==> src/rtl/slaf_pkg.sv <==
package slaf_pkg;

    // ------------------------------------------------------------------
    // Operating modes, line classes and transmit signals
    // ------------------------------------------------------------------
    typedef enum logic [1:0] {SLAF_MODE_EXCH, SLAF_MODE_NT, SLAF_MODE_SUB} slaf_mode_t;
    typedef enum logic [1:0] {SLAF_RX_NONE, SLAF_RX_FRAME_A0, SLAF_RX_FRAME_A1, SLAF_RX_OTHER} slaf_rx_t;
    typedef enum logic [2:0] {
        SLAF_TX_INFO0, SLAF_TX_INFO1, SLAF_TX_INFO2, SLAF_TX_INFO3, SLAF_TX_INFO4,
        SLAF_TX_SINGLE, SLAF_TX_CONT
    } slaf_tx_t;

    // ------------------------------------------------------------------
    // Command codes, controller to transceiver
    // ------------------------------------------------------------------
    localparam logic [3:0] SLAF_CMD_DEACT_REQ   = 4'h0;
    localparam logic [3:0] SLAF_CMD_RESET       = 4'h1;
    localparam logic [3:0] SLAF_CMD_SINGLE      = 4'h2;
    localparam logic [3:0] SLAF_CMD_CONT        = 4'h3;
    localparam logic [3:0] SLAF_CMD_LOST_SYNC   = 4'h4;
    localparam logic [3:0] SLAF_CMD_ACT_REQ     = 4'h8;
    localparam logic [3:0] SLAF_CMD_ACT_REQ_P10 = 4'h9;
    localparam logic [3:0] SLAF_CMD_ACT_LOOP    = 4'hA;
    localparam logic [3:0] SLAF_CMD_SWITCH      = 4'hC;
    localparam logic [3:0] SLAF_CMD_LOOP_ACT    = 4'hE;
    localparam logic [3:0] SLAF_CMD_DEACT_CONF  = 4'hF;

    // ------------------------------------------------------------------
    // Indication codes, transceiver to controller
    // ------------------------------------------------------------------
    localparam logic [3:0] SLAF_IND_CLK_NEEDED = 4'h0;
    localparam logic [3:0] SLAF_IND_LOST_SYNC  = 4'h4;
    localparam logic [3:0] SLAF_IND_ACT_REQ    = 4'h8;
    localparam logic [3:0] SLAF_IND_CODE_VIOL  = 4'hB;
    localparam logic [3:0] SLAF_IND_ACTIVE     = 4'hC;
    localparam logic [3:0] SLAF_IND_LOOP_ACT   = 4'hE;
    localparam logic [3:0] SLAF_IND_DEACT_DONE = 4'hF;

    // ------------------------------------------------------------------
    // Line pattern and timing
    // ------------------------------------------------------------------
    localparam logic [7:0] SLAF_INFO1_PAT   = 8'h3F;
    localparam int         SLAF_CLK_HZ      = 125_000_000;
    localparam int         SLAF_BIT_HZ      = 192_000;
    localparam int         SLAF_BIT_CYCLES  = SLAF_CLK_HZ / SLAF_BIT_HZ;
    localparam int         SLAF_FRAME_BITS  = 48;
    localparam int         SLAF_SILENCE_MS  = 16;
    localparam int         SLAF_DEACT_MS    = 32;
    localparam int         SLAF_SILENCE_CYC = SLAF_CLK_HZ / 1000 * SLAF_SILENCE_MS;
    localparam int         SLAF_DEACT_CYC   = SLAF_CLK_HZ / 1000 * SLAF_DEACT_MS;
    localparam int         SLAF_ACT_TMO_MS  = 100;
    localparam int         SLAF_ACT_TMO_CYC = SLAF_CLK_HZ / 1000 * SLAF_ACT_TMO_MS;
    localparam int         SLAF_TMR_W       = 22;
    localparam int         SLAF_TMO_W       = 24;

endpackage

==> src/rtl/slaf_if.sv <==
`timescale 1ns/10ps
interface slaf_if;
    logic [3:0] cmd;
    logic [3:0] ind;

    modport dev (input cmd, output ind);
    modport ctl (output cmd, input ind);
endinterface

==> src/rtl/slaf_dev.sv <==
`timescale 1ns/10ps
module slaf_dev #(
    parameter int SILENCE_CYC = slaf_pkg::SLAF_SILENCE_CYC,
    parameter int DEACT_CYC   = slaf_pkg::SLAF_DEACT_CYC,
    parameter int BIT_CYC     = slaf_pkg::SLAF_BIT_CYCLES
) (
    input  wire logic       clk,
    input  wire logic       rst_n,
    slaf_if.dev             bus,
    input  wire logic [1:0] mode_sel,
    input  wire logic       clock_freeze_bit,
    input  wire logic       code_violation_enable,
    input  wire logic [1:0] rx_class,
    input  wire logic       rx_code_viol,
    output logic [2:0]      tx_info,
    output logic            tx_bit,
    output logic            tx_pos,
    output logic            tx_neg,
    output logic            loop2_closed,
    output logic            bd_transparent,
    output logic            clocks_run
);

    // ------------------------------------------------------------------
    // State
    // ------------------------------------------------------------------
    typedef enum logic [3:0] {
        SLAF_S_DEACT, SLAF_S_RESET, SLAF_S_TEST_SP, SLAF_S_TEST_CP, SLAF_S_NT_DET,
        SLAF_S_PEND_ACT, SLAF_S_WAIT_SW, SLAF_S_ACTIVE, SLAF_S_LOST_FR, SLAF_S_LOST_U,
        SLAF_S_PEND_DEACT, SLAF_S_WAIT_DC, SLAF_S_TE_PEND, SLAF_S_TE_SYNC
    } slaf_state_t;

    typedef struct packed {
        slaf_state_t              st;
        logic [1:0]               rx_meta;
        logic [1:0]               rx_sync;
        logic                     cv_meta;
        logic                     cv_sync;
        logic [slaf_pkg::SLAF_TMR_W-1:0] t16;
        logic [slaf_pkg::SLAF_TMR_W-1:0] t32;
        logic [9:0]               div;
        logic [5:0]               bit_idx;
        logic [2:0]               pat_idx;
        logic                     pol;
        logic [2:0]               tx_info;
        logic                     tx_bit;
        logic                     tx_pos;
        logic                     tx_neg;
        logic [3:0]               ind;
        logic                     loop2;
        logic                     transp;
        logic                     clk_run;
    } slaf_dev_t;

    localparam logic [slaf_pkg::SLAF_TMR_W-1:0] L16  = slaf_pkg::SLAF_TMR_W'(SILENCE_CYC - 1);
    localparam logic [slaf_pkg::SLAF_TMR_W-1:0] L32  = slaf_pkg::SLAF_TMR_W'(DEACT_CYC - 1);
    localparam logic [9:0]                      LBIT = 10'(BIT_CYC - 1);
    localparam logic [5:0]                      LFRM = 6'(slaf_pkg::SLAF_FRAME_BITS - 1);

    slaf_dev_t r;
    slaf_dev_t n;

    slaf_pkg::slaf_mode_t mode;
    slaf_pkg::slaf_rx_t   rx;
    logic                 frame;
    logic                 tick;
    logic                 pulse;
    logic [3:0]           cmd;

    // ------------------------------------------------------------------
    // Next state
    // ------------------------------------------------------------------
    always_comb begin
        mode  = slaf_pkg::slaf_mode_t'(mode_sel);
        rx    = slaf_pkg::slaf_rx_t'(r.rx_sync);
        cmd   = bus.cmd;
        frame = (rx == slaf_pkg::SLAF_RX_FRAME_A0) || (rx == slaf_pkg::SLAF_RX_FRAME_A1);
        tick  = (r.div == LBIT);
        pulse = 1'b0;
        n = r;
        n.rx_meta = rx_class;
        n.rx_sync = r.rx_meta;
        n.cv_meta = rx_code_viol;
        n.cv_sync = r.cv_meta;

        // Line bit and frame timing for the pattern and the test pulses.
        n.div = tick ? 10'h000 : r.div + 10'h001;
        if (tick) begin
            n.pat_idx = r.pat_idx + 3'h1;
            n.bit_idx = (r.bit_idx == LFRM) ? 6'h00 : r.bit_idx + 6'h01;
            if (r.st == SLAF_S_TEST_CP || (r.st == SLAF_S_TEST_SP && r.bit_idx == LFRM)) begin
                n.pol = ~r.pol;
            end
        end

        if (cmd == slaf_pkg::SLAF_CMD_RESET) begin
            n.st = SLAF_S_RESET;
        end else if (cmd == slaf_pkg::SLAF_CMD_SINGLE) begin
            if (r.st != SLAF_S_TEST_CP) n.st = SLAF_S_TEST_SP;
        end else if (cmd == slaf_pkg::SLAF_CMD_CONT) begin
            if (r.st != SLAF_S_TEST_SP) n.st = SLAF_S_TEST_CP;
        end else if (mode != slaf_pkg::SLAF_MODE_SUB && cmd == slaf_pkg::SLAF_CMD_DEACT_REQ
                     && r.st != SLAF_S_DEACT && r.st != SLAF_S_PEND_DEACT && r.st != SLAF_S_WAIT_DC) begin
            n.st  = SLAF_S_PEND_DEACT;
            n.t16 = '0;
            n.t32 = '0;
        end else begin
            unique case (r.st)
                SLAF_S_RESET, SLAF_S_TEST_SP, SLAF_S_TEST_CP: begin
                    n.st = SLAF_S_DEACT;
                end
                SLAF_S_DEACT: begin
                    if (mode == slaf_pkg::SLAF_MODE_SUB) begin
                        if (cmd == slaf_pkg::SLAF_CMD_ACT_REQ || cmd == slaf_pkg::SLAF_CMD_ACT_REQ_P10
                            || cmd == slaf_pkg::SLAF_CMD_ACT_LOOP) n.st = SLAF_S_TE_PEND;
                    end else if (cmd == slaf_pkg::SLAF_CMD_ACT_REQ || cmd == slaf_pkg::SLAF_CMD_ACT_LOOP) begin
                        n.st = SLAF_S_PEND_ACT;
                    end else if (rx != slaf_pkg::SLAF_RX_NONE) begin
                        n.st = (mode == slaf_pkg::SLAF_MODE_NT) ? SLAF_S_NT_DET : SLAF_S_PEND_ACT;
                    end
                end
                SLAF_S_NT_DET: begin
                    if (cmd == slaf_pkg::SLAF_CMD_ACT_REQ || cmd == slaf_pkg::SLAF_CMD_ACT_LOOP) begin
                        n.st = SLAF_S_PEND_ACT;
                    end
                end
                SLAF_S_PEND_ACT: begin
                    if (frame) n.st = (mode == slaf_pkg::SLAF_MODE_NT) ? SLAF_S_WAIT_SW : SLAF_S_ACTIVE;
                end
                SLAF_S_WAIT_SW, SLAF_S_LOST_U: begin
                    if (cmd == slaf_pkg::SLAF_CMD_SWITCH || cmd == slaf_pkg::SLAF_CMD_LOOP_ACT) begin
                        n.st = SLAF_S_ACTIVE;
                    end
                end
                SLAF_S_ACTIVE: begin
                    if (!frame) begin
                        n.st = SLAF_S_LOST_FR;
                    end else if (mode == slaf_pkg::SLAF_MODE_NT && cmd == slaf_pkg::SLAF_CMD_LOST_SYNC) begin
                        n.st = SLAF_S_LOST_U;
                    end
                end
                SLAF_S_LOST_FR: begin
                    if (frame) n.st = (mode == slaf_pkg::SLAF_MODE_NT) ? SLAF_S_WAIT_SW : SLAF_S_ACTIVE;
                end
                SLAF_S_PEND_DEACT: begin
                    n.t16 = (rx == slaf_pkg::SLAF_RX_NONE) ? r.t16 + 1'b1 : '0;
                    n.t32 = r.t32 + 1'b1;
                    if ((rx == slaf_pkg::SLAF_RX_NONE && r.t16 == L16) || r.t32 == L32) begin
                        n.st = SLAF_S_WAIT_DC;
                    end
                end
                SLAF_S_WAIT_DC: begin
                    if (cmd == slaf_pkg::SLAF_CMD_DEACT_CONF) n.st = SLAF_S_DEACT;
                end
                SLAF_S_TE_PEND: begin
                    if (frame) n.st = SLAF_S_TE_SYNC;
                end
                SLAF_S_TE_SYNC: begin
                    if (rx == slaf_pkg::SLAF_RX_NONE) n.st = SLAF_S_DEACT;
                end
                default: n.st = SLAF_S_DEACT;
            endcase
        end

        // Outputs follow the next state so that every port is a flip-flop.
        n.ind     = slaf_pkg::SLAF_IND_CLK_NEEDED;
        n.tx_info = slaf_pkg::SLAF_TX_INFO0;
        n.transp  = 1'b0;
        n.clk_run = 1'b1;
        unique case (n.st)
            SLAF_S_DEACT: begin
                n.clk_run = ~clock_freeze_bit;
                if (mode == slaf_pkg::SLAF_MODE_SUB) n.ind = slaf_pkg::SLAF_IND_DEACT_DONE;
            end
            SLAF_S_NT_DET: n.ind = slaf_pkg::SLAF_IND_ACT_REQ;
            SLAF_S_PEND_ACT, SLAF_S_WAIT_SW: begin
                n.tx_info = slaf_pkg::SLAF_TX_INFO2;
                n.ind     = slaf_pkg::SLAF_IND_ACT_REQ;
            end
            SLAF_S_ACTIVE: begin
                n.tx_info = slaf_pkg::SLAF_TX_INFO4;
                n.transp  = 1'b1;
                n.ind     = slaf_pkg::SLAF_IND_ACTIVE;
            end
            SLAF_S_LOST_FR, SLAF_S_LOST_U: begin
                n.tx_info = slaf_pkg::SLAF_TX_INFO2;
                n.ind     = slaf_pkg::SLAF_IND_LOST_SYNC;
            end
            SLAF_S_WAIT_DC: n.ind = slaf_pkg::SLAF_IND_DEACT_DONE;
            SLAF_S_TEST_SP: begin
                n.tx_info = slaf_pkg::SLAF_TX_SINGLE;
                pulse     = (n.bit_idx == 6'h00);
            end
            SLAF_S_TEST_CP: begin
                n.tx_info = slaf_pkg::SLAF_TX_CONT;
                pulse     = 1'b1;
            end
            SLAF_S_TE_PEND: n.tx_info = slaf_pkg::SLAF_TX_INFO1;
            SLAF_S_TE_SYNC: begin
                n.tx_info = slaf_pkg::SLAF_TX_INFO3;
                n.ind     = (rx == slaf_pkg::SLAF_RX_FRAME_A1) ? slaf_pkg::SLAF_IND_ACTIVE
                                                               : slaf_pkg::SLAF_IND_ACT_REQ;
            end
            default: n.ind = slaf_pkg::SLAF_IND_CLK_NEEDED;
        endcase
        if (n.st == SLAF_S_ACTIVE && r.cv_sync && code_violation_enable) begin
            n.ind = slaf_pkg::SLAF_IND_CODE_VIOL;
        end

        // Loop 2 stays closed only through the activation states.
        if (n.st == SLAF_S_PEND_ACT || n.st == SLAF_S_WAIT_SW || n.st == SLAF_S_ACTIVE
            || n.st == SLAF_S_LOST_FR || n.st == SLAF_S_LOST_U) begin
            n.loop2 = r.loop2 || cmd == slaf_pkg::SLAF_CMD_ACT_LOOP
                      || (mode == slaf_pkg::SLAF_MODE_NT && cmd == slaf_pkg::SLAF_CMD_LOOP_ACT);
        end else begin
            n.loop2 = 1'b0;
        end
        if (n.st == SLAF_S_ACTIVE && n.loop2 && mode == slaf_pkg::SLAF_MODE_SUB) begin
            n.ind = slaf_pkg::SLAF_IND_LOOP_ACT;
        end

        n.tx_bit = (n.st == SLAF_S_TE_PEND) && slaf_pkg::SLAF_INFO1_PAT[3'h7 - n.pat_idx];
        n.tx_pos = pulse && n.pol;
        n.tx_neg = pulse && !n.pol;
    end

    // ------------------------------------------------------------------
    // Registers
    // ------------------------------------------------------------------
    always_ff @(posedge clk or negedge rst_n) begin
        if (!rst_n) begin
            r         <= '0;
            r.st      <= SLAF_S_DEACT;
            r.clk_run <= 1'b1;
        end else begin
            r <= n;
        end
    end

    assign bus.ind        = r.ind;
    assign tx_info        = r.tx_info;
    assign tx_bit         = r.tx_bit;
    assign tx_pos         = r.tx_pos;
    assign tx_neg         = r.tx_neg;
    assign loop2_closed   = r.loop2;
    assign bd_transparent = r.transp;
    assign clocks_run     = r.clk_run;

endmodule // slaf_dev

==> src/flat_wrapper.sv <==
// flat-port wrapper written by rule: the top's interface ports become plain ports
module slaf_dev_flat 
#(
    parameter int SILENCE_CYC = slaf_pkg::SLAF_SILENCE_CYC,
    parameter int DEACT_CYC   = slaf_pkg::SLAF_DEACT_CYC,
    parameter int BIT_CYC     = slaf_pkg::SLAF_BIT_CYCLES
)
  (clk, rst_n, mode_sel, clock_freeze_bit, code_violation_enable, rx_class, rx_code_viol, tx_info, tx_bit, tx_pos, tx_neg, loop2_closed, bd_transparent, clocks_run, bus_cmd, bus_ind);
  slaf_if bus_i ();
  input  wire logic clk;
  input  wire logic rst_n;
  input  wire logic [1:0] mode_sel;
  input  wire logic clock_freeze_bit;
  input  wire logic code_violation_enable;
  input  wire logic [1:0] rx_class;
  input  wire logic rx_code_viol;
  output logic [2:0] tx_info;
  output logic tx_bit;
  output logic tx_pos;
  output logic tx_neg;
  output logic loop2_closed;
  output logic bd_transparent;
  output logic clocks_run;
  input wire logic [$bits(bus_i.cmd)-1:0] bus_cmd;
  output wire logic [$bits(bus_i.ind)-1:0] bus_ind;
  assign bus_i.cmd = bus_cmd;
  assign bus_ind = bus_i.ind;
  slaf_dev #(.SILENCE_CYC(SILENCE_CYC), .DEACT_CYC(DEACT_CYC), .BIT_CYC(BIT_CYC)) u_core (.clk(clk), .rst_n(rst_n), .bus(bus_i), .mode_sel(mode_sel), .clock_freeze_bit(clock_freeze_bit), .code_violation_enable(code_violation_enable), .rx_class(rx_class), .rx_code_viol(rx_code_viol), .tx_info(tx_info), .tx_bit(tx_bit), .tx_pos(tx_pos), .tx_neg(tx_neg), .loop2_closed(loop2_closed), .bd_transparent(bd_transparent), .clocks_run(clocks_run));
endmodule
==> config.mk <==
export PLATFORM = sky130hd
export DESIGN_NAME = slaf_dev_flat
export DESIGN_NICKNAME = d
export VERILOG_FILES = /design/src/rtl/slaf_pkg.sv /design/src/rtl/slaf_if.sv /design/src/rtl/slaf_dev.sv /design/src/flat_wrapper.sv
export SDC_FILE = /design/constraint.sdc
export NUM_CORES = 1
export LEC_CHECK = 0
export ABC_AREA = 0
export BUFFER_PORTS_ARGS = -buffer_cell sky130_fd_sc_hd__buf_2
export CORE_MARGIN = 3
export CORE_UTILIZATION = 30
export CTS_BUF_LIST = sky130_fd_sc_hd__clkbuf_4 sky130_fd_sc_hd__clkbuf_8
export CTS_CLUSTER_SIZE = 24
export DETAILED_ROUTE_END_ITERATION = 10
export HOLD_SLACK_MARGIN = 0.05
export PLACE_DENSITY = 0.53
export SYNTH_ARGS = -nofsm -noshare
export SYNTH_HDL_FRONTEND = slang
export SYNTH_SLANG_ARGS = --single-unit
==> constraint.sdc <==
create_clock -name clk -period 3 [get_ports clk]
set_clock_uncertainty 0.15 [all_clocks]
set_input_delay 0.15 -clock clk [delete_from_list [all_inputs] [get_ports clk]]
set_output_delay 0.15 -clock clk [all_outputs]
set_load 0.005 [all_outputs]
After elaboration in Yosys (flattened, before gate mapping):

Memory sizes are Yosys's and may differ from the RTL's.
Cells that the tools add are included.

* register bits after elaboration: 87
* word-level logic and storage cells: 161
* ROM bits: 8
* memories: 1

Memory list
* (no name shown): depth 8, bits a word 1, rd ports 1, clocked after Yosys merged registers in 0, wr ports 0, RTL line slaf_dev.sv:222 `n.tx_bit = (n.st == SLAF_S_TE_PEND) && slaf_pkg::SLAF_INFO1_PAT[3'h7 - n.pat_idx];`

* order comparisons: 1
* reduce and logical (&&, ||, !) cells: 43
* bitwise operators: 5
* muxes and demuxes: 40
* equality and inequality tests: 46
* $add $sub $neg: 6

Operator list (count)
* 4-bit two-way mux: 22
* 44-bit two-way mux: 2
* 4-bit == test, second input constant: 17
* 22-bit by 1-bit adder with 22-bit output, second input constant: 2
* 4-bit by 3-bit == test with 1-bit output, second input constant: 9
* 4-bit one-hot mux with 9 select lines: 1
* 4-bit by 2-bit == test with 1-bit output, second input constant: 6
* 4-bit one-hot mux with 6 select lines: 1
* 22-bit by 21-bit == test with 1-bit output, second input constant: 1
* 22-bit == test, second input constant: 1
* 22-bit two-way mux: 1
* 10-bit two-way mux: 2
* 3-bit one-hot mux with 6 select lines: 1
* 1-bit logical AND: 15
* 1-bit logical OR: 13
* 4-bit zero test: 3
* 10-bit by 1-bit adder with 10-bit output, second input constant: 1
* 10-bit == test, second input constant: 1
* 4-bit by 2-bit inequality test with 1-bit output, second input constant: 2
* 4-bit inequality test, second input constant: 2
* 1-bit two-way mux: 7
* 6-bit by 1-bit adder with 6-bit output, second input constant: 1
* 6-bit == test, second input constant: 1
* 6-bit zero test: 1
* other kinds (19): 28

Depth between registers and ports, before layout:

Gate-level depths: netlist of the first run.

* depth in word-level cells: 19
* mapped depth: 11
* mapped depth without buffers: 10

Worst setup path after synthesis of the first run:

Ideal clock, no wire load.

* path type: reg2reg
* start point: reg u_core.r, in the netlist u_core.rx[0]
* end point: reg u_core.r, in the netlist u_core.tx_info[1]
* cell stages (with the launch flop): 12
* data required time: 2.729 ns
* setup slack: 0.440 ns
* buffers on the path: 1
* library setup time: 0.121 ns
* arrival: 2.289 ns
* cells stage by stage: dfrtp_1 inv_1 ha_1 nand2b_1 o21ai_1 a311o_1 nor3_2 a211oi_2 or2_1 buf_6 a2111o_1 a22o_1

RTL lines
* start, declared: RTL line slaf_dev.sv:60 `slaf_dev_t r;`
* start signal, assigned: RTL line slaf_dev.sv:236 `r <= n;`

==> results of run 1 <==
## how the worst max path moves through the flow
stage	endpoint	slack [ns]
after CTS	u_core.tx_info[1]	0.18
after detailed placement	u_core.tx_info[1]	0.21
after floorplan	u_core.tx_info[1]	0.44
after global placement	u_core.tx_info[1]	0.25
after global routing	u_core.bus.ind[2]	0.02
final	u_core.bus.ind[0]	0.13
## metrics by stage
step	util (%)	worst slack [ns]	area (µm²)	total power, mW	cells
floorplan	-	0.4404	4708	1.931	498
global placement	33.03	0.2531	5040	2.137	725
detailed placement	33.03	0.2094	5040	2.144	725
CTS	34.80	0.1792	5310	3.038	747
global route	34.82	0.01806	5313	3.190	747
finish	34.82	0.1329	5313	3.011	747
## placed cells by master (no fill, tap or decap), types with 4 or more instances in the layout
cell type	synthesis	layout
a21oi_1	15	15
nand2b_1	6	6
nor2b_1	5	5
buf_4	7	15
nand2_1	52	52
inv_1	14	14
and4_1	4	4
nor4b_1	5	5
o21ai_0	20	20
o21ai_1	7	7
nand4_1	9	9
or3_1	6	6
xnor2_1	22	22
ha_1	8	8
nor3_1	16	16
clkbuf_8	0	10
and3_1	13	13
nor2_1	72	72
nor4_1	4	4
dfrtp_1	86	86
buf_2	5	24
xor2_1	24	24
dlygate4sd3_1	0	6
nand3_1	22	22
## logic make-up (layout without fill, tap and decap cells)
logic type      Yosys count  count (layout)  share of synthesized area [%]
flops                    87              87                          46.27
simple gates            239             239                          26.12
fa+ha+maj                 8               8                          2.126
mux                       2               2                         0.4783
compound gates           78              78                          11.75
buf+inv                  38              76                          4.703
xor+xnor                 46              46                          8.557
## registers in the layout, indices dropped and copies added (netlist names)
signal and count:
u_core.loop2_closed 1, u_core.tx_info 3, u_core.r 69, u_core.tx_neg 1, u_core.n 3, u_core.clocks_run 1
u_core.bus.ind 4, u_core.tx_bit 1, u_core.bd_transparent 1, u_core.tx_pos 1, u_core.rx 2
## cell type report
class / instances / area, µm² / area share, %
clock buffers: 11 / 145.1 / 2.732
clock inverters: 5 / 65.06 / 1.225
inverters: 15 / 56.30 / 1.060
multi-input cells: 373 / 2311 / 43.50
flip-flops and latches: 87 / 2178 / 41.00
well taps: 211 / 264.0 / 4.969
repair buffers: 45 / 292.8 / 5.511
## power groups by stage
stage	Sequential (mW)	Clock, mW	Combinational, mW
2_1_floorplan	1.34	0	0.593
3_3_place_gp	1.37	0	0.762
3_5_place_dp	1.38	0	0.764
4_1_cts	1.36	0.905	0.775
5_1_grt	1.37	0.958	0.857
6_report	1.36	0.868	0.784
## worst max-delay path, stage by stage (launching register included)
cell	delay (ns)
dfrtp_1	0.49
nor2b_1	0.34
a31oi_1	0.12
nor3_1	0.56
nor4b_2	0.14
a31oi_4	0.33
o211ai_1	0.26
or2_0	0.29
a22oi_2	0.11
## metal layers
metal / up-vias / global-route usage, %
met4: 0 / 3.034
li1: 1804 / -
met5: - / 0
met3: 8 / 3.982
met1: 1824 / 16.97
met2: 86 / 19.64
## repair_timing
item                                    in CTS  in global routing
gates resized for setup                      0                  1
hold buffers                                 6                  0
endpoints found under the setup margin       0                  1
endpoints found under the hold margin       48                  0
==> flow_summary.json, run 1 <==
{
  "area_growth_syn_to_layout_pct": 12.84,
  "run_status": "completed",
  "fin_hold_ws_ns": 0.1320,
  "min_period_ns": 2.867,
  "routed_wl_mm": 10.48,
  "drv_slew": 0,
  "worstHoldEndpoint": "u_core.r[84]",
  "synth_top_area_cell": "dfrtp_1",
  "start_util_pct": 30.86,
  "cts_inserted_buffers": 9,
  "die_h_um": 131.3,
  "start_kind": "flop",
  "ir_drop_mv": 0.4599,
  "rsz0062_at_grt": "false",
  "first_pass_iters": 5,
  "timing_worst_setup_path_type": "reg2reg",
  "cts_tree": "done",
  "holdCritPathClass": "in2reg",
  "yosys_warnings": 0,
  "gp_congestion": 0.8467,
  "max_freq_mhz": 348.8,
  "p_seq_share_pct": 45.1,
  "clkSlewWorstSetupHoldPaths_ns": 0.09,
  "reg2regPathDepth": 8,
  "ys.flop_type": "dfrtp_1",
  "fin_crit_sh_pct": 95.57,
  "endpoint_kind": "flop",
  "syn_area_per_cell_um2": 9.454,
  "met1_length_mm": 4.912,
  "core_um2": 15260,
  "clock_sinks": 87,
  "r2r-end": "u_core.bus.ind[0]",
  "p_int_mw": 2.018,
  "top_layer": "met4",
  "fillCellCount": 1544,
  "route.met2.wl_mm": 4.985,
  "rrSetupSlack_ns": 0.13,
  "synth_edf_count": 0,
  "arrival_ns": 3.02,
  "min-delay-start": "bus_cmd[0]",
  "grt_max_degree": 44,
  "h-tree-depth": 3,
  "worst_pin_slew_ns": 1.057,
  "fin_setup_tns_ns": 0,
  "yosys.cell_count.top_type": "dfrtp_1",
  "met3_length_um": 486,
  "drc": 0,
  "switching_share_pct": 32.97,
  "worstPathRequired_ns": 3.16,
  "clkPwrFrac_pct": 28.8,
  "setup_violations": 0,
  "antenna_found_initial": 0,
  "io_pins": 26,
  "p_comb_share_pct": 26.0,
  "final_nets": 552,
  "final_layout_size_suffix_gt1_share_pct": 14.18,
  "die_area_um2": 17230,
  "cts_setup_buffers": 0,
  "switching_power_mw": 0.9928,
  "slew_headroom_pct": 29.26,
  "grt_pass1_wl_mm": 17.91,
  "synth_area_um2": 4708,
  "fp-row-count": 45,
  "first_iter_violations": 298,
  "min_path_cells": 2,
  "leakage_nw": 2.368,
  "max_cap_violations": 0,
  "crit_fanout": 9,
  "track_usage_pct": 12.54,
  "grt-ovfl-total": 0,
  "port_buffers": 25,
  "final_antenna_net_count": 0,
  "clk_latency_ns": 0.38,
  "synthCells": 498,
  "vias_per_cell": 4.983,
  "synth_seq_cells": 87,
  "syn_nets": 519,
  "yosysTopAreaCellShare_pct": 45.71,
  "root_buffer": "clkbuf_8",
  "crit_path_start": "u_core.r[86]",
  "antennaDiodeCount": 0,
  "final_hold_viol_count": 0,
  "synth.top_cells.by_count": "dfrtp_1 (86), nor2_1 (72), nand2_1 (52)",
  "via_count": 3722,
  "synth_seq_area_share_pct": 46.27,
  "async_flop_share_pct": 100.0,
  "r2r-start": "u_core.r[86]",
  "wire_per_inst_um": 14.03,
  "netlist-cell-type-count": 72,
  "hpwl_mm": 7.366,
  "cts_buffer_depth": 2,
  "die_x_um": 131.3,
  "powerDensity_nw_per_um2": 566.8,
  "synth.area.top_cells": "dfrtp_1 (46%), nor2_1 (5.7%), xor2_1 (4.5%)",
  "grt_pass1_vias": 3541
}
Power figures use the tool's default switching activity.
==> run 2, diff against run 1 <==
- CORE_UTILIZATION: 30 -> 63
- PLACE_DENSITY: 0.53 -> 0.9
==> run 2 against run 1 <==
Compared with the run above:
- power is 0.40% higher
- hold slack better by 0.0027 ns
- highest routed layer unchanged
- die area is 50% lower
- fmax is 0.45% higher
- sequential power hardly changed
- register-to-register slack hardly changed
- first-iteration DRC count is 8.1% higher
==> flow_summary.json, run 2 (synthesis gave the netlist of run 1 again) <==
{
  "run_status": "completed",
  "grt_max_degree": 88,
  "dp.cells": 605,
  "max_freq_mhz": 350.4,
  "gp_congestion": 1.015,
  "p_comb_share_pct": 24.8,
  "p_seq_share_pct": 45.0,
  "leakage_nw": 2.342,
  "rsz0062_at_grt": "false",
  "min_period_ns": 2.854,
  "crit_fanout": 13,
  "p_int_mw": 2.050,
  "setup_violations": 0,
  "final_antenna_net_count": 0,
  "cts_setup_buffers": 0,
  "fin_ws_ns": 0.1458,
  "vias_per_cell": 6.161,
  "start_kind": "flop",
  "clock_sinks": 87,
  "first_iter_violations": 322,
  "arrival_ns": 2.99,
  "start_util_pct": 67.08,
  "antenna_found_initial": 0,
  "first_pass_iters": 5,
  "wire_per_inst_um": 15.86,
  "h-tree-depth": 3,
  "worst_pin_slew_ns": 1.058,
  "final_nets": 547,
  "gr-usage-met3_pct": 4.062,
  "hpwl_mm": 6.828,
  "fillCellCount": 494,
  "holdCritPathClass": "in2reg",
  "root_buffer": "clkbuf_8",
  "fin_crit_sh_pct": 95.14,
  "die_x_um": 92.45,
  "switching_power_mw": 0.9737,
  "top_register": "u_core.r",
  "grt.busiest_layer": "met2",
  "drv_slew": 0,
  "endpoint_kind": "flop",
  "slew_headroom_pct": 29.48,
  "final_hold_viol_count": 0,
  "grt_pass1_vias": 3755,
  "worstPathRequired_ns": 3.14,
  "drc": 0,
  "grt_pass1_wl_mm": 17.13,
  "ir_drop_mv": 0.3939,
  "fin_cells": 627,
  "clkSlewWorstSetupHoldPaths_ns": 0.09,
  "antennaDiodeCount": 0,
  "die_h_um": 92.45,
  "track_usage_pct": 24.83,
  "final_layout_size_suffix_gt1_share_pct": 13.18,
  "clk_latency_ns": 0.36,
  "cts_resized": 0,
  "fp-row-count": 30,
  "pre_cts_ws_ns": 0.2127,
  "met2_usage_pct": 41.39,
  "met1_usage_pct": 31.52,
  "rrSetupSlack_ns": 0.15,
  "powerDensity_nw_per_um2": 587.9,
  "port_buffers": 25,
  "cts_tree": "done",
  "timing_worst_setup_path_type": "reg2reg",
  "die_area_um2": 8547,
  "io_pins": 26,
  "routed_wl_mm": 9.942,
  "max_cap_violations": 0,
  "core_um2": 7019,
  "switching_share_pct": 32.21,
  "area_growth_syn_to_layout_pct": 9.221,
  "layout_commonest_cell": "dfrtp_1",
  "via_count": 3863,
  "mostFrequentLayoutCells": "dfrtp_1 (86), nor2_1 (72), nand2_1 (52)",
  "fin_setup_tns_ns": 0,
  "grt-ovfl-total": 0,
  "largest_reg_flops": 69,
  "cts_inserted_buffers": 9,
  "clkPwrFrac_pct": 30.2,
  "cts_buffer_depth": 2
}
## run 2: cell count changes in the layout (fill, tap and decap cells not counted), sizes merged
cell / delta
clkinvlp: +2
bufinv: +1
clkbuf: -1
buf: -5
inv: +1
clkinv: -3
## run 2: cell type report
type                    instances  area [µm²]  share of cell area, %
multi-input cells             373        2308                  44.89
flip-flops and latches         87        2178                  42.36
repair buffers                 40       255.2                  4.964
clock buffers                  10       131.4                  2.555
well taps                      96       120.1                  2.336
clock inverters                 6       92.59                  1.800
inverters                      15       56.30                  1.095
## run 2: power groups by stage
stage | registers, mW | clock network (mW) | logic (mW)
4_1_cts | 1.36 | 0.927 | 0.740
3_3_place_gp | 1.37 | 0 | 0.695
3_5_place_dp | 1.38 | 0 | 0.723
5_1_grt | 1.38 | 0.975 | 0.822
2_1_floorplan | 1.34 | 0 | 0.593
6_report | 1.36 | 0.912 | 0.750
## run 2: worst max-delay path, cell delays in order (launching register included)
cell and delay, ns:
dfrtp_1 0.57, or3_1 0.20, a41oi_2 0.15, nor3_1 0.57, nor4b_2 0.14, a31oi_4 0.33, o211ai_1 0.26, or2_0 0.29
a22oi_2 0.11
## run 2: repair_timing
item / in CTS / in global routing
setup endpoints to repair: 0 / 0
endpoints found under the hold margin: 93 / 0
hold buffers: 6 / 0
## run 2: per-layer routing
| metal | wire, µm | share of wire, % |
|---|---|---|
| met1 | 4197 | 42 |
| met2 | 4887 | 49 |
| met3 | 498 | 5.0 |
| met4 | 358 | 3.6 |
| met5 | 0 | 0 |
## run 2: final timing paths
path / from / end / cells past startpoint
worst max-delay path: u_core.r[85] / u_core.bus.ind[0] / 8
worst min-delay path: bus_cmd[0] / u_core.r[84] / 2
worst max register to register: u_core.r[85] / u_core.bus.ind[0] / 8
worst min register to register: u_core.n[80] / u_core.rx[1] / 0
min in group asynchronous: rst_n / u_core.r[57] / 2
max in group asynchronous: rst_n / u_core.r[22] / 2
## run 2: metrics by stage
step	utilization [%]	hold slack, ns	cell area, µm²	total power [mW]
finish	73.26	0.1347	5142	3.023
global placement	69.22	0.1085	4858	2.066
detailed placement	69.22	0.1096	4858	2.102
CTS	73.26	0.1119	5142	3.024
floorplan	-	-0.2956	4708	1.931
global route	73.26	0.1422	5142	3.174
==> run 3, diff against run 2 <==
- RECOVER_POWER: default -> 50
==> run 3 against run 2 <==
Compared with the run above:
- sequential power barely moved
- critical path depth did not move
- largest cell class unchanged
- setup slack improved by 0.0092 ns
- register-to-register slack barely moved
- design area fell by 0.32%
- first-iteration DRC count rose by 14%
- wire length rose by 0.39%
- via count fell by 0.39%
- the run now ends with max-capacitance violations, max-slew violations left
- fmax rose by 0.32%
==> flow_summary.json, run 3 (synthesis gave the netlist of run 1 again) <==
{
  "ir_drop_mv": 0.3924,
  "port_buffers": 25,
  "met1_length_mm": 4.249,
  "cts_buffer_depth": 2,
  "max_cap_violations": 1,
  "clk_latency_ns": 0.36,
  "track_usage_pct": 24.83,
  "p_seq_share_pct": 45.1,
  "wire_per_inst_um": 15.92,
  "first_pass_iters": 5,
  "crit_fanout": 13,
  "fp-row-count": 30,
  "max_stage_delay_ns": 0.57,
  "antenna_found_initial": 0,
  "largest_reg_flops": 69,
  "grt_max_degree": 88,
  "top_layer": "met4",
  "gp_congestion": 1.015,
  "die_h_um": 92.45,
  "antennaDiodeCount": 0,
  "clock_sinks": 87,
  "final_antenna_net_count": 0,
  "final_hold_viol_count": 0,
  "io_pins": 26,
  "failed_checks": "max-capacitance violations, max-slew violations",
  "drv_slew": 88,
  "cts_resized": 0,
  "final_area_um2": 5126,
  "holdCritPathClass": "in2reg",
  "p_int_mw": 2.041,
  "final_layout_size_suffix_gt1_share_pct": 11.11,
  "fin_setup_tns_ns": 0,
  "switching_power_mw": 0.9766,
  "met3_length_um": 498,
  "p_comb_share_pct": 24.6,
  "powerDensity_nw_per_um2": 588.7,
  "cts_inserted_buffers": 9,
  "leakage_nw": 2.299,
  "crit_path_cell_trace": "or3_1, a41oi_2, nor3_1, nor4b_2, a31oi_4, o211ai_1, or2_0, a22oi_2",
  "slew_headroom_pct": -39.80,
  "die_area_um2": 8547,
  "h-tree-depth": 3,
  "grt_pass1_vias": 3755,
  "route.met2.wl_mm": 4.938,
  "place_area_um2": 4858,
  "die_x_um": 92.45,
  "root_buffer": "clkbuf_8",
  "start_util_pct": 67.08,
  "min_period_ns": 2.845,
  "switching_share_pct": 32.36,
  "drc": 0,
  "area_growth_syn_to_layout_pct": 8.876,
  "postCtsHoldBufs": 6,
  "clkSlewWorstSetupHoldPaths_ns": 0.09,
  "run_status": "finished, violations left",
  "max_freq_mhz": 351.5,
  "rsz0062_at_grt": "false",
  "timing_worst_setup_path_type": "reg2reg",
  "via_count": 3848,
  "setup_violations": 0,
  "hpwl_mm": 6.828,
  "cts_tree": "done",
  "grt_pass1_wl_mm": 17.13,
  "worstPathRequired_ns": 3.14,
  "routed_wl_mm": 9.981,
  "top_register": "u_core.r",
  "grt-ovfl-total": 0,
  "critical-path-slowest-cell": "dfrtp_1",
  "core_um2": 7019,
  "worst_pin_slew_ns": 2.097,
  "clkPwrFrac_pct": 30.3,
  "arrival_ns": 2.98,
  "layout_commonest_cell": "dfrtp_1",
  "endpoint_kind": "flop",
  "final_nets": 547,
  "vias_per_cell": 6.137,
  "cts_setup_buffers": 0,
  "mostFrequentLayoutCells": "dfrtp_1 (86), nor2_1 (72), nand2_1 (52)",
  "fin_crit_sh_pct": 94.83,
  "first_iter_violations": 368,
  "start_kind": "flop"
}
==> run 3: cell count changes in the layout (fill, tap and decap cells not counted), sizes merged <==
| cell | change |
|---|---|
| clkbuf | +12 |
| buf | -12 |
==> run 3: stage by stage <==
stage | hold slack [ns] | worst slack, ns | utilization (%) | std cells | power [mW]
6_report | 0.1297 | 0.1550 | 73.03 | 627 | 3.018
5_1_grt | 0.1422 | 0.01471 | 73.03 | 627 | 3.164
4_1_cts | 0.1119 | 0.1981 | 73.26 | 627 | 3.024
3_5_place_dp | 0.1096 | 0.2127 | 69.22 | 605 | 2.102
3_3_place_gp | 0.1085 | 0.3163 | 69.22 | 605 | 2.066
2_1_floorplan | -0.2956 | 0.4404 | - | 498 | 1.931
==> run 3: per-layer routing <==
metal,track usage (%),vias to the layer above
li1,-,1792
met1,31.52,1864
met2,41.39,157
met3,4.062,35
met4,12.00,0
met5,0,-
==> run 3: worst paths after layout <==
check / start / to / slack [ns] / cells past startpoint
max: u_core.r[85] / u_core.bus.ind[0] / 0.16 / 8
min: bus_cmd[0] / u_core.r[84] / 0.13 / 2
max reg2reg: u_core.r[85] / u_core.bus.ind[0] / 0.16 / 8
min reg2reg: u_core.n[80] / u_core.rx[1] / 0.20 / 0
max in group asynchronous: rst_n / u_core.n[80] / 0.69 / 2
min in group asynchronous: rst_n / u_core.r[57] / 0.79 / 2
==> run 3: power groups by stage <==
| stage | registers (mW) | clock network [mW] | logic, mW |
|---|---|---|---|
| 2_1_floorplan | 1.34 | 0 | 0.593 |
| 3_3_place_gp | 1.37 | 0 | 0.695 |
| 3_5_place_dp | 1.38 | 0 | 0.723 |
| 4_1_cts | 1.36 | 0.927 | 0.740 |
| 5_1_grt | 1.38 | 0.975 | 0.811 |
| 6_report | 1.36 | 0.914 | 0.741 |
==> run 3: worst max-delay path, delay by kind of cell, from the launching register on <==
family	cells	cell delay, ns
flops	1	0.57
compound gates	4	0.85
simple gates	4	1.20
==> run 3: final cells by class <==
cell class / count / area, µm²
Tap cell: 96 / 120.1
Multi-Input combinational cell: 373 / 2308
Sequential cell: 87 / 2178
Inverter: 15 / 56.30
Fill cell: 499 / 1893
Clock inverter: 6 / 92.59
Clock buffer: 10 / 131.4
Timing Repair Buffer: 40 / 239.0
